## src/hw/swid_pkg.sv

```systemverilog
// Package for the single-wire identity link slave: timing, layout, states
package swid_pkg;
   // Clock rate and timing figures, given in ns
   localparam int CLK_PERIOD_NS   = 40;
   localparam int RESET_MIN_NS    = 480000;
   localparam int PRES_WAIT_NS    = 30000;
   localparam int PRES_LEN_NS     = 120000;
   localparam int SAMPLE_NS       = 30000;
   localparam int ZERO_HOLD_NS    = 45000;
   // Least times round up, lengths and holds round down
   localparam int RESET_MIN_CYC = (RESET_MIN_NS + CLK_PERIOD_NS - 1)
                                  / CLK_PERIOD_NS;
   localparam int PRES_WAIT_CYC = (PRES_WAIT_NS + CLK_PERIOD_NS - 1)
                                  / CLK_PERIOD_NS;
   localparam int PRES_LEN_CYC  = PRES_LEN_NS / CLK_PERIOD_NS;
   localparam int SAMPLE_CYC    = (SAMPLE_NS + CLK_PERIOD_NS - 1)
                                  / CLK_PERIOD_NS;
   localparam int ZERO_HOLD_CYC = ZERO_HOLD_NS / CLK_PERIOD_NS;
   localparam int CNT_W         = 16;

   // Identity layout, 64 bits
   localparam int ID_W          = 64;
   localparam int BYTE_W        = 8;
   localparam int SER_W         = 48;
   localparam int TYPE_W        = 7;
   localparam int CUST_CODE_W   = 12;
   localparam int CUST_REST_W   = 36;
   localparam int OPT_A_W       = 8;
   localparam int OPT_B_W       = 12;
   localparam int OPT_C_W       = 16;
   localparam int OPT_D_W       = 20;
   localparam int CUST_FLAG_BIT = 7;
   localparam logic [7:0] CRC_POLY_REFL = 8'h8C;
   localparam logic [7:0] CRC_INIT      = 8'h00;
   localparam logic [7:0] ROM_READ_CMD  = 8'h33;

   localparam int FIFO_DEPTH    = 32;
   localparam int BIT_CNT_W     = 6;
   localparam logic [5:0] BIT_LAST = 6'h3F;
   localparam logic [2:0] BYTE_LAST = 3'h7;

   typedef enum logic [1:0] {
      SWID_OPT_A,
      SWID_OPT_B,
      SWID_OPT_C,
      SWID_OPT_D
   } swid_opt_t;

   typedef enum {
      SWID_WAIT_HIGH,
      SWID_PRES_GAP,
      SWID_PRES_PULSE,
      SWID_CMD,
      SWID_SEND,
      SWID_DATA,
      SWID_IDLE
   } swid_state_t;
endpackage

```

## src/hw/swid_fifo.sv

```systemverilog
// Small valid/ready FIFO with parameter width and depth
`timescale 1ns/100ps
module swid_fifo #(
   parameter int WIDTH = 8,
   parameter int DEPTH = 32
) (
   input  wire logic             core_clk,
   input  wire logic             rst,
   input  wire logic             ce,
   input  wire logic [WIDTH-1:0] in_data,
   input  wire logic             in_valid,
   output logic                  in_ready,
   output logic      [WIDTH-1:0] out_data,
   output logic                  out_valid,
   input  wire logic             out_ready
);
   localparam int AW = $clog2(DEPTH);
   logic [WIDTH-1:0] mem_r [DEPTH];
   logic [AW-1:0]    wp_r;
   logic [AW-1:0]    rp_r;
   logic [AW:0]      cnt_r;
   logic             push;
   logic             pop;

   assign in_ready  = (cnt_r != (AW+1)'(DEPTH));
   assign out_valid = (cnt_r != '0);
   assign push      = ce && in_valid && in_ready;
   assign pop       = ce && out_valid && out_ready;
   assign out_data  = mem_r[rp_r];

   always_ff @(posedge core_clk) begin
      if (push) begin
         mem_r[wp_r] <= in_data;
      end
   end

   always_ff @(posedge core_clk or posedge rst) begin
      if (rst) begin
         wp_r  <= '0;
         rp_r  <= '0;
         cnt_r <= '0;
      end else begin
         if (push) begin
            wp_r <= wp_r + 1'b1;
         end
         if (pop) begin
            rp_r <= rp_r + 1'b1;
         end
         if (push && !pop) begin
            cnt_r <= cnt_r + 1'b1;
         end else if (pop && !push) begin
            cnt_r <= cnt_r - 1'b1;
         end
      end
   end
endmodule

```

## src/hw/swid_slave.sv

```systemverilog
// Single-wire identity link slave: presence, slots, identity readout
`timescale 1ns/100ps
module swid_slave
   import swid_pkg::*;
#(
   parameter logic [6:0]  DEV_TYPE   = 7'h01, // Arbitrary value
   parameter logic        CUST_FLAG  = 1'b0,
   parameter logic [11:0] CUST_CODE  = 12'h000, // Arbitrary value
   parameter swid_opt_t   CUST_OPT   = SWID_OPT_A,
   parameter logic [19:0] CUST_DATA  = 20'h00000, // Arbitrary value
   parameter logic [47:0] SERIAL     = 48'h000000000001, // Arbitrary
   parameter int          RESET_MIN  = RESET_MIN_CYC,
   parameter int          PRES_WAIT  = PRES_WAIT_CYC,
   parameter int          PRES_LEN   = PRES_LEN_CYC,
   parameter int          SAMPLE_DLY = SAMPLE_CYC,
   parameter int          ZERO_HOLD  = ZERO_HOLD_CYC
) (
   input  wire logic       core_clk,
   input  wire logic       rst,
   input  wire logic       ce,
   input  wire logic       dq_in,
   output logic            dq_out,
   output logic            dq_oe,
   output logic [7:0]      cmd_data,
   output logic            cmd_valid,
   input  wire logic       cmd_ready,
   output logic            presence_busy
);
   import swid_pkg::*;

   function automatic logic [7:0] crc_step(input logic [7:0] crc,
                                            input logic       b);
      logic fb;
      fb = crc[0] ^ b;
      crc_step = (crc >> 1) ^ (fb ? CRC_POLY_REFL : 8'h00);
   endfunction

   function automatic logic [7:0] crc_bytes(input logic [55:0] d);
      logic [7:0] c;
      c = CRC_INIT;
      for (int i = 0; i < ID_W - BYTE_W; i++) begin
         c = crc_step(c, d[i]);
      end
      crc_bytes = c;
   endfunction

   // Last cycle of an n-cycle phase; n of zero ends at once
   function automatic logic cnt_done(input logic [CNT_W-1:0] c,
                                     input int               n);
      cnt_done = (int'(c) + 1 >= n);
   endfunction

   // Customer field split; serial bits under the field keep SERIAL
   function automatic logic [47:0] build_serial();
      logic [47:0] s;
      int          w;
      s = SERIAL;
      w = (CUST_OPT == SWID_OPT_A) ? OPT_A_W :
          (CUST_OPT == SWID_OPT_B) ? OPT_B_W :
          (CUST_OPT == SWID_OPT_C) ? OPT_C_W : OPT_D_W;
      if (CUST_FLAG) begin
         s[SER_W-1 -: CUST_CODE_W] = CUST_CODE;
         for (int i = 0; i < OPT_D_W; i++) begin
            if (i >= OPT_D_W - w) begin
               s[CUST_REST_W - OPT_D_W + i] = CUST_DATA[i];
            end
         end
      end
      build_serial = s;
   endfunction

   localparam logic [7:0]  TYPE_BYTE = {CUST_FLAG, DEV_TYPE};
   localparam logic [47:0] SER_FULL  = build_serial();
   localparam logic [55:0] ID_LOW    = {SER_FULL, TYPE_BYTE};
   // Type byte in bits 7:0 goes first, serial low byte next
   localparam logic [63:0] ID_WORD   = {crc_bytes(ID_LOW), ID_LOW};

   swid_state_t          state_r;
   logic                 line_d_r;
   logic [CNT_W-1:0]     low_cnt_r;
   logic [CNT_W-1:0]     t_r;
   logic                 slot_act_r;
   logic                 hold_r;
   logic [BIT_CNT_W-1:0] bit_r;
   logic [7:0]           shreg_r;
   logic                 fifo_in_valid;
   logic                 fifo_in_ready;
   logic                 fall;
   logic                 reset_seen;
   logic                 sample;
   logic [CNT_W-1:0]     pres_cnt_r;
   logic                 rd_act_r;
   logic                 rd_end;
   logic                 gap_done;
   logic                 pulse_done;
   logic                 slot_arm;

   assign fall       = line_d_r && !dq_in;
   assign reset_seen = (low_cnt_r >= CNT_W'(RESET_MIN));
   assign sample     = slot_act_r && (t_r == CNT_W'(SAMPLE_DLY));
   assign dq_out     = 1'b0;
   assign presence_busy = (state_r == SWID_PRES_PULSE);
   assign gap_done   = cnt_done(pres_cnt_r, PRES_WAIT);
   assign pulse_done = cnt_done(pres_cnt_r, PRES_LEN);
   // Our own presence low must not look like a master slot
   assign slot_arm   = (state_r == SWID_CMD) || (state_r == SWID_DATA);
   assign rd_end     = rd_act_r && slot_act_r
                       && (t_r == CNT_W'(SAMPLE_DLY + ZERO_HOLD));

   always_ff @(posedge core_clk or posedge rst) begin
      if (rst) begin
         line_d_r  <= 1'b1;
         low_cnt_r <= '0;
      end else if (ce) begin
         line_d_r <= dq_in;
         if (dq_in) begin
            low_cnt_r <= '0;
         end else if (!reset_seen) begin
            low_cnt_r <= low_cnt_r + 1'b1;
         end
      end
   end

   // Slot timer restarts on every falling edge in CMD or DATA, so gaps do not matter
   always_ff @(posedge core_clk or posedge rst) begin
      if (rst) begin
         t_r        <= '0;
         slot_act_r <= 1'b0;
      end else if (ce) begin
         if (fall && slot_arm) begin
            t_r        <= '0;
            slot_act_r <= 1'b1;
         end else if (slot_act_r) begin
            t_r <= t_r + 1'b1;
            if (t_r >= CNT_W'(SAMPLE_DLY + ZERO_HOLD)) begin
               slot_act_r <= 1'b0;
            end
         end
      end
   end

   // Gap and pulse timer; the slot timer is left to master slots
   always_ff @(posedge core_clk or posedge rst) begin
      if (rst) begin
         pres_cnt_r <= '0;
      end else if (ce) begin
         if (state_r == SWID_PRES_GAP && dq_in && !gap_done) begin
            pres_cnt_r <= pres_cnt_r + 1'b1;
         end else if (state_r == SWID_PRES_PULSE && !pulse_done) begin
            pres_cnt_r <= pres_cnt_r + 1'b1;
         end else begin
            pres_cnt_r <= '0;
         end
      end
   end

   // Start in WAIT_HIGH so first contact yields a presence pulse
   always_ff @(posedge core_clk or posedge rst) begin
      if (rst) begin
         state_r <= SWID_WAIT_HIGH;
      end else if (ce) begin
         if (reset_seen && state_r != SWID_WAIT_HIGH) begin
            state_r <= SWID_WAIT_HIGH;
         end else begin
            unique case (state_r)
               SWID_WAIT_HIGH: begin
                  if (dq_in) begin
                     state_r <= SWID_PRES_GAP;
                  end
               end
               SWID_PRES_GAP: begin
                  if (!dq_in) begin
                     state_r <= SWID_WAIT_HIGH;
                  end else if (gap_done) begin
                     state_r <= SWID_PRES_PULSE;
                  end
               end
               SWID_PRES_PULSE: begin
                  if (pulse_done) begin
                     state_r <= SWID_CMD;
                  end
               end
               SWID_CMD: begin
                  if (sample && bit_r[2:0] == BYTE_LAST) begin
                     state_r <= SWID_SEND;
                  end
               end
               SWID_SEND: begin
                  // A full queue stalls here; the byte waits, not lost
                  if (fifo_in_ready) begin
                     state_r <= (shreg_r == ROM_READ_CMD) ? SWID_DATA
                                                          : SWID_IDLE;
                  end
               end
               SWID_DATA: begin
                  if (rd_end && bit_r == BIT_LAST) begin
                     state_r <= SWID_IDLE;
                  end
               end
               SWID_IDLE: begin
                  state_r <= SWID_IDLE;
               end
            endcase
         end
      end
   end

   // Bit counter: command bits in CMD, identity bits in DATA
   always_ff @(posedge core_clk or posedge rst) begin
      if (rst) begin
         bit_r <= '0;
      end else if (ce) begin
         if (state_r == SWID_CMD) begin
            if (sample) begin
               bit_r <= (bit_r[2:0] == BYTE_LAST) ? '0 : bit_r + 1'b1;
            end
         end else if (state_r == SWID_DATA) begin
            if (rd_end) begin
               bit_r <= bit_r + 1'b1;
            end
         end else begin
            bit_r <= '0;
         end
      end
   end

   always_ff @(posedge core_clk or posedge rst) begin
      if (rst) begin
         shreg_r <= '0;
      end else if (ce) begin
         if (state_r == SWID_CMD && sample) begin
            shreg_r <= {dq_in, shreg_r[7:1]};
         end
      end
   end

   // Read slot tracker: a slot must outlast SAMPLE_DLY+ZERO_HOLD,
   // otherwise the bit index does not advance
   always_ff @(posedge core_clk or posedge rst) begin
      if (rst) begin
         hold_r   <= 1'b0;
         rd_act_r <= 1'b0;
      end else if (ce) begin
         if (reset_seen || state_r != SWID_DATA) begin
            hold_r   <= 1'b0;
            rd_act_r <= 1'b0;
         end else if (fall) begin
            hold_r   <= !ID_WORD[bit_r];
            rd_act_r <= 1'b1;
         end else if (rd_end) begin
            hold_r   <= 1'b0;
            rd_act_r <= 1'b0;
         end
      end
   end

   assign fifo_in_valid = (state_r == SWID_SEND);
   // Only ever a pull-down: presence pulse or a stretched zero
   assign dq_oe = hold_r || (state_r == SWID_PRES_PULSE);

   swid_fifo #(
      .WIDTH (BYTE_W),
      .DEPTH (FIFO_DEPTH)
   ) u_fifo (
      .core_clk  (core_clk),
      .rst       (rst),
      .ce        (ce),
      .in_data   (shreg_r),
      .in_valid  (fifo_in_valid),
      .in_ready  (fifo_in_ready),
      .out_data  (cmd_data),
      .out_valid (cmd_valid),
      .out_ready (cmd_ready)
   );

   chk_zero_hold: assert property (@(posedge core_clk) disable iff (rst)
      (state_r == SWID_DATA && fall && !ID_WORD[bit_r] && ce)
      |=> dq_oe) else $error("zero bit not held low");
   chk_one_free: assert property (@(posedge core_clk) disable iff (rst)
      (state_r == SWID_DATA && fall && ID_WORD[bit_r] && ce)
      |=> !hold_r) else $error("one bit drove the line");
   chk_reset_pres: assert property (@(posedge core_clk) disable iff (rst)
      (reset_seen && ce && state_r == SWID_DATA)
      |=> state_r == SWID_WAIT_HIGH) else $error("reset missed");
   chk_pres_only: assert property (@(posedge core_clk) disable iff (rst)
      (state_r == SWID_CMD) |-> !dq_oe)
      else $error("drove line in command");
   chk_drive_low: assert property (@(posedge core_clk) disable iff (rst)
      dq_out == 1'b0) else $error("line driven high");
   chk_wait_high: assert property (@(posedge core_clk) disable iff (rst)
      (ce && state_r == SWID_WAIT_HIGH && dq_in)
      |=> state_r == SWID_PRES_GAP) else $error("no gap after high");
   chk_pulse_len: assert property (@(posedge core_clk) disable iff (rst)
      (ce && state_r == SWID_PRES_PULSE && !reset_seen
       && pres_cnt_r == CNT_W'(PRES_LEN - 1))
      |=> state_r == SWID_CMD) else $error("pulse length wrong");
   chk_cmd_push: assert property (@(posedge core_clk) disable iff (rst)
      (ce && state_r == SWID_SEND && fifo_in_ready)
      |=> cmd_valid) else $error("command byte not queued");
   chk_hold_end: assert property (@(posedge core_clk) disable iff (rst)
      (ce && rd_end && !fall && !reset_seen)
      |=> !hold_r) else $error("zero hold not released");
   cov_presence: cover property (@(posedge core_clk)
      state_r == SWID_PRES_PULSE);
   cov_cmd_byte: cover property (@(posedge core_clk) cmd_valid);
   cov_readout: cover property (@(posedge core_clk)
      state_r == SWID_DATA ##1 state_r == SWID_IDLE);
   cov_zero_bit: cover property (@(posedge core_clk) hold_r);
   cov_abort: cover property (@(posedge core_clk)
      state_r == SWID_DATA ##1 state_r == SWID_WAIT_HIGH);
endmodule

```

## config.mk

```make
export PLATFORM = sky130hd
export DESIGN_NAME = swid_slave
export DESIGN_NICKNAME = d
export VERILOG_FILES = /design/src/hw/swid_pkg.sv /design/src/hw/swid_fifo.sv /design/src/hw/swid_slave.sv
export SDC_FILE = /design/constraint.sdc
export NUM_CORES = 1
export LEC_CHECK = 0
export ABC_AREA = 1
export BUFFER_PORTS_ARGS = -buffer_cell sky130_fd_sc_hd__buf_4
export CORE_ASPECT_RATIO = 1.2
export CORE_MARGIN = 1
export CORE_UTILIZATION = 60
export CTS_CLUSTER_DIAMETER = 100
export DETAILED_ROUTE_END_ITERATION = 10
export PLACE_DENSITY = 0.75
export SLEW_MARGIN = 20
export SYNTH_ARGS = -nofsm -noshare
export SYNTH_HDL_FRONTEND = slang
export SYNTH_SLANG_ARGS = --single-unit
```

## constraint.sdc

```tcl
create_clock -name core_clk -period 4.3 [get_ports core_clk]
set_clock_uncertainty 0.05 [all_clocks]
set_input_delay 0 -clock core_clk [delete_from_list [all_inputs] [get_ports core_clk]]
set_output_delay 0 -clock core_clk [all_outputs]
set_load 0.005 [all_outputs]
```

# After elaboration in Yosys (flattened, before gate mapping)
# Memories as Yosys holds them, arrays and structs flattened.
# Cells that the tools add are included.
word_totals:
  regBits: 114
  mem_bits_rw: 256
  rom_bits: 64
  in_bits: 5
  out_inout_bits: 12
  memories: 2
mem_list:
  columns: ["memory", "words", "width", "rd", "rd_ports_with_merged_regs", "write_ports", "line", "source"]
  rows:
  - ["u_fifo.mem_r", 32, 8, 1, 0, 1, "swid_fifo.sv:18", "logic [WIDTH-1:0] mem_r [DEPTH];"]
  - ["(no name shown)", 64, 1, 1, 0, 0, "swid_slave.sv:248", "hold_r <= !ID_WORD[bit_r];"]
classes:
  addsub: 9
  order_cmp: 5
  n_eq_ne: 27
  mux: 34
  n_reduce_logical: 39
op_table:
  columns: ["cell", "n"]
  rows:
  - ["$mux 32", 8]
  - ["$pmux 32 s7", 1]
  - ["$eq 32x3->1 const B", 5]
  - ["$eq 32x2->1 const B", 3]
  - ["$mux 16", 6]
  - ["$eq 32x4->1 const B", 2]
  - ["$add 16x1->16 const B", 3]
  - ["$mux 6", 7]
  - ["$eq 32x1->1 const B", 1]
  - ["$ge 32x11->1 const B", 1]
  - ["$logic_not 32->1", 1]
  - ["$ne 32x4->1 const B", 1]
  - ["$reduce_bool 32->1", 1]
  - ["$logic_and 1x1->1", 18]
  - ["$add 16x1->17 const B", 1]
  - ["$ge 17x12->1 const B", 1]
  - ["$eq 16x10->1 const B", 1]
  - ["$eq 16x11->1 const B", 1]
  - ["$ge 16x11->1 const B", 1]
  - ["$ge 16x14->1 const B", 1]
  - ["$ne 3x3->1 const B", 5]
  - ["$add 6x1->6 const B", 2]
  - ["$mux 1", 11]
  - ["$add 5x1->5 const B", 2]
  - ["other kinds (18)", 30]

# Logic depth before layout (Yosys ltp)
logic_depth:
  word_depth: 7
  mapped_depth: 19
  depth_no_buf: 19

# Hierarchy
# From an unflattened synthesis, not the netlist that was laid out.
unflattened:
  hier_cells: 1742
  area_unflattened_um2: 16123.0
modules_own_cells:
  columns: ["module", "n_inst", "cells_each", "area_per_inst_um2", "seq_area_each_um2"]
  rows:
  - ["swid_fifo", 1, 1173, 12004.0, 8087.8]
  - ["swid_slave", 1, 569, 4119.0, 1727.9]

# Least setup slack after synthesis
# No wires, ideal clock.
synth_path:
  kind: "register -> register"
  start: "reg state_r[0]"
  end: "reg u_fifo.cnt_r[5]"
  setup_time_ps: 125
  arrival_time_ps: 2418
  path_slack_ps: 1707
  path_stages_with_launch: 17
  path_buffers: 0
  path_cell_list: "dfrtp_1 > inv_1 > nand3_1 > nor2_2 > ha_1 > inv_1 > ha_1 > nand2_1 > nand2_1 > a31oi_1 > or2_2 > nand2_1 > a21oi_1 > nand2_1 > nand2_1 > nor2_1 > xor2_1"
synth_between:
  elab_chain_len: 6
  elab_cells_between_ends: 8
  classes_between: "1 x eq/ne; 1 x mux; 6 x reduce/logical"
synth_rtl:
  columns: ["item", "line", "source"]
  rows:
  - ["start, declared", "swid_slave.sv:78", "swid_state_t state_r;"]
  - ["start signal, assigned", "swid_slave.sv:191", "state_r <= (shreg_r == ROM_READ_CMD) ? SWID_DATA"]
  - ["$eq 32x4->1 *", "swid_slave.sv:257", "assign fifo_in_valid = (state_r == SWID_SEND);"]
  - ["$logic_and 1x1->1 * (2 in a row)", "swid_fifo.sv:27", "assign push = ce && in_valid && in_ready;"]
  - ["named net u_fifo.push", "swid_fifo.sv:22", "logic push;"]
  - ["$logic_not 1->1", "swid_fifo.sv:51", "end else if (pop && !push) begin"]
  - ["$logic_and 1x1->1", "swid_fifo.sv:51", null]
  - ["$reduce_bool 2->1 (no source line)", null, null]
  - ["end signal, assigned", "swid_fifo.sv:50", "cnt_r <= cnt_r + 1'b1;"]
  - ["end signal, assigned", "swid_fifo.sv:52", "cnt_r <= cnt_r - 1'b1;"]
  - ["end, declared", "swid_fifo.sv:21", "logic [AW:0] cnt_r;"]
# The timed path passes the listed nets; every way through them passes the cells marked *.
# A chain may end at the register's enable or synchronous reset.

# Worst setup path in the final report
layout_path:
  start: "reg u_fifo.rp_r[0]"
  end: "out cmd_data[1]"
layout_between:
  elab_chain_len: 1
layout_rtl:
  columns: ["item", "line", "source"]
  rows:
  - ["start, declared", "swid_fifo.sv:20", "logic [AW-1:0] rp_r;"]
  - ["start signal, assigned", "swid_fifo.sv:47", "rp_r <= rp_r + 1'b1;"]
  - ["$mem_v2 32x8", null, null]
  - ["end, declared", "swid_slave.sv:24", "output logic [7:0] cmd_data,"]
# No other way between the ends.

==> out/results.tsv <==
stage	metric	value	unit
detailed_routing	DR vias	10849	
sta	Tmin final	3.667	ns
worst_setup_path	kind of critical path	reg2out	
global_route	first-pass GRT wire length	56.05	mm
synth	mapped cell area	0.01520	sq mm
clocking	clock latency on the worst-skew pair	0.52	ns
clocking	Root Driver	clkbuf_16	
global_route	total track usage	28.01	%
sta	Setup Viol. Count Final	0	
clocking	CTS buffer count	37	
floorplan	die width	147.3	microns
synth	Synth cell types	53	
detailed_routing	Vias/cell	6.034	
synth	Mean Syn Cell Area	10.62	sq um
clocking	CTS Hold Buffers Added	4	
worst_setup_path	crit path launch type	register	
floorplan	Row Count	63	
detailed_routing	post-route ant nets	0	
detailed_routing	Routed WL	35.36	mm
synth	Area contributors post-synth	edfxtp_1 51%, dfrtp_1 14%, nor2_1 5.9%	
synth	count leader, synth	edfxtp_1	
pwr	P_leak	6.527	nW
detailed_routing	First-pass DRT Iterations	5	
placed_design	placed instance count	1726	
floorplan	effective utilization at floorplan	61.23	%
pwr	Seq pwr share	40.2	%
synth	area leader, netlist	edfxtp_1	
sta	Fmax achieved	272.7	MHz
pwr	Gate power share	29.3	%
synth	Synth top area share	50.56	%
worst_setup_path	CP required	4.25	ns
synth	sequential fraction of the synthesis area	64.56	%
flow_run	max_cap viols	0	
detailed_routing	wire per inst	19.67	microns
floorplan	Top Ports	17	
detailed_routing	Post-route DRC	0	
final_layout	Final Core Density	67.58	%
clocking	Worst-path clk slew	0.07	ns
placed_design	post-detailed-placement cell area	0.01558	sq mm
clocking	Max clock buf depth	3	
worst_hold_path	hold crit path type	in2async	
floorplan	die height	176.4	microns
floorplan	DIE AREA	0.02598	sq mm
global_route	largest net degree at the start of global routing	75	
pwr	total power	9.956	mW
synth	share of async-settable or async-resettable flops after synthesis	24.93	%
pwr	clock power share	30.5	%
pwr	total internal power	6.432	mW
placed_design	# port buffers	15	
worst_setup_path	CP Cell Sequence	clkinv_2, o21ai_0, o22ai_1, o211ai_1, nand3_1, o21ai_1, inv_1, buf_4	
worst_setup_path	Max FO, Critical Path	63	
global_route	vias in the first global route	10512	
final_layout	fillers	1820	
worst_setup_path	WP buf/inv	3	
pwr	VDD IR max	334.1	uV
sta	Final Hold Vio Count	0	
clocking	H-tree depth	2	
worst_setup_path	Setup crit end kind	output pin	
final_layout	Final #Nets	1469	
synth	Syn. warnings	0	
global_route	initial antenna violation count	0	
clocking	post-CTS setup buffer count	0	
synth	syn nets	1457	
sta	Tightest Pin Transition	1.066	ns
final_layout	layout cells sized above 1	8.961	%
sta	fin crit share	85.28	%
pwr	PwrDens	593.3	mW/mm^2
synth	Post-synth top cells	256 x edfxtp_1, 238 x nor2_1, 193 x nand2_1	
sta	RSZ-0062 raised after global routing	no	
synth	main flop type after synthesis	edfxtp_1	
clocking	CTS tree	done	
final_layout	final instance area	0.01678	sq mm
final_layout	Area growth syn-to-layout	10.38	%
worst_setup_path	Critical Path AT	3.62	ns
sta	Slew HR	28.70	%
detailed_routing	DR iter-0 viols	1178	
worst_setup_path	CP delay by family, top	compound AO/OA/AOI/OAI gates	
synth	Syn Inst Count	1432	
sta	Setup TNS Final	0	ns
sta	fin. max-slew vios	0	
clocking	post-cts resize count	0	
global_route	aggregate global routing overflow	0	
final_layout	number of antenna diodes	0	
worst_setup_path	Crit. Startpoint	u_fifo.rp_r[0]$_DFFE_PP0P_	
pwr	Psw	3.524	mW
floorplan	core area	0.02483	sq mm
placed_design	GPL Wtd Cong	0.9410	
clocking	Sink Count	341	
synth	Yosys reg bits	341	
pwr	Switching Share	35.40	%
placed_design	DP HPWL	21.93	mm
status	run status	complete, no violations	
final_layout	final non-filler cell total	1798	
worst_setup_path	reg2reg start	state_r[0]$_DFFE_PP0P_	
worst_setup_path	Worst path max stage delay	0.78	ns
worst_setup_path	CP max stage cell	dfrtp_4	
synth	EDFF count, synth	256	
## routing by layer
layer	track usage (%)	wire length, microns	vias up	share of wire [%]
met5	0	0	-	0
met4	11.94	1349	0	3.8
met3	4.470	2455	87	6.9
met2	47.44	17710	481	50
met1	35.93	13840	5228	39
li1	-	-	5053	-
## cell families (layout without fill, tap and decap cells)
family	Yosys count	after routing	synth area share, %
and+or+nand+nor	572	572	16.27
DFF	341	341	64.56
AOI/OAI and AO/OA	300	300	11.65
buffers and inverters	179	220	4.675
adders and majority gates	20	20	1.695
xor gates and xnor gates	17	17	0.9794
muxes	2	2	0.1481
other	1	1	0.02467
## cells in the final DEF (no fill, tap or decap), types with 22 or more instances in the layout
master	instances
edfxtp_1	256
nor2_1	238
nand2_1	193
o21ai_0	165
inv_1	113
dfrtp_1	83
nand3_1	61
o22ai_1	45
clkbuf_16	39
buf_4	28
nand4_1	25
o221ai_1	23
a21oi_1	22
## stage by stage
step | worst slack [ns] | hold WS (ns)
6_report | 0.6331 | 0.1414
5_1_grt | 0.3299 | 0.2144
4_1_cts | 0.7054 | 0.1551
3_5_place_dp | 1.307 | 0.1408
3_3_place_gp | 1.353 | 0.1365
2_1_floorplan | 1.707 | 0.1364
## tightest hold or removal path, stage by stage
cell           delay (ns)
dlygate4sd3_1        0.54
buf_4                0.14
clkinv_2             0.55
## layout make-up
type,count,area [sq um],share of cell area [%]
well taps,325,406.6,2.423
flip-flops and latches,341,9819,58.51
multi-input cells,912,4677,27.87
clock buffers,51,1031,6.144
clock inverters,17,127.6,0.7605
repair buffers,33,270.3,1.610
inverters,119,449.2,2.677
## final timing paths
path / end / cells after the start / slack (ns)
max: cmd_data[1] / 8 / 0.63
min: u_fifo.wp_r[1]$_DFFE_PP0P_ / 3 / 0.14
max reg2reg: u_fifo.cnt_r[5]$_DFFE_PP0P_ / 16 / 1.31
min reg2reg: line_d_r$_DFFE_PP1P_ / 2 / 0.44
max in group asynchronous: line_d_r$_DFFE_PP1P_ / 4 / 3.06
min in group core_clk: low_cnt_r[1]$_DFFE_PP0P_ / 5 / 0.34
## power by group through the flow
stage          clock [mW]  sequential [mW]  combinational (mW)
5_1_grt              3.20             4.04                3.23
6_report             3.03             4.01                2.92
3_5_place_dp            0             4.06                2.88
2_1_floorplan           0             3.86                2.13
4_1_cts              3.07             4.00                2.90
3_3_place_gp            0             4.05                2.83
## flip-flops by register name, indices dropped and copies added (netlist names)
register,count
hold_r,1
t_r,16
u_fifo.cnt_r,6
line_d_r,1
pres_cnt_r,16
bit_r,6
rd_act_r,1
u_fifo.rp_r,5
u_fifo.wp_r,5
low_cnt_r,16
slot_act_r,1
u_fifo.mem_r,256
shreg_r,8
state_r,3
Note: power is estimated with default switching activity, not from simulation.
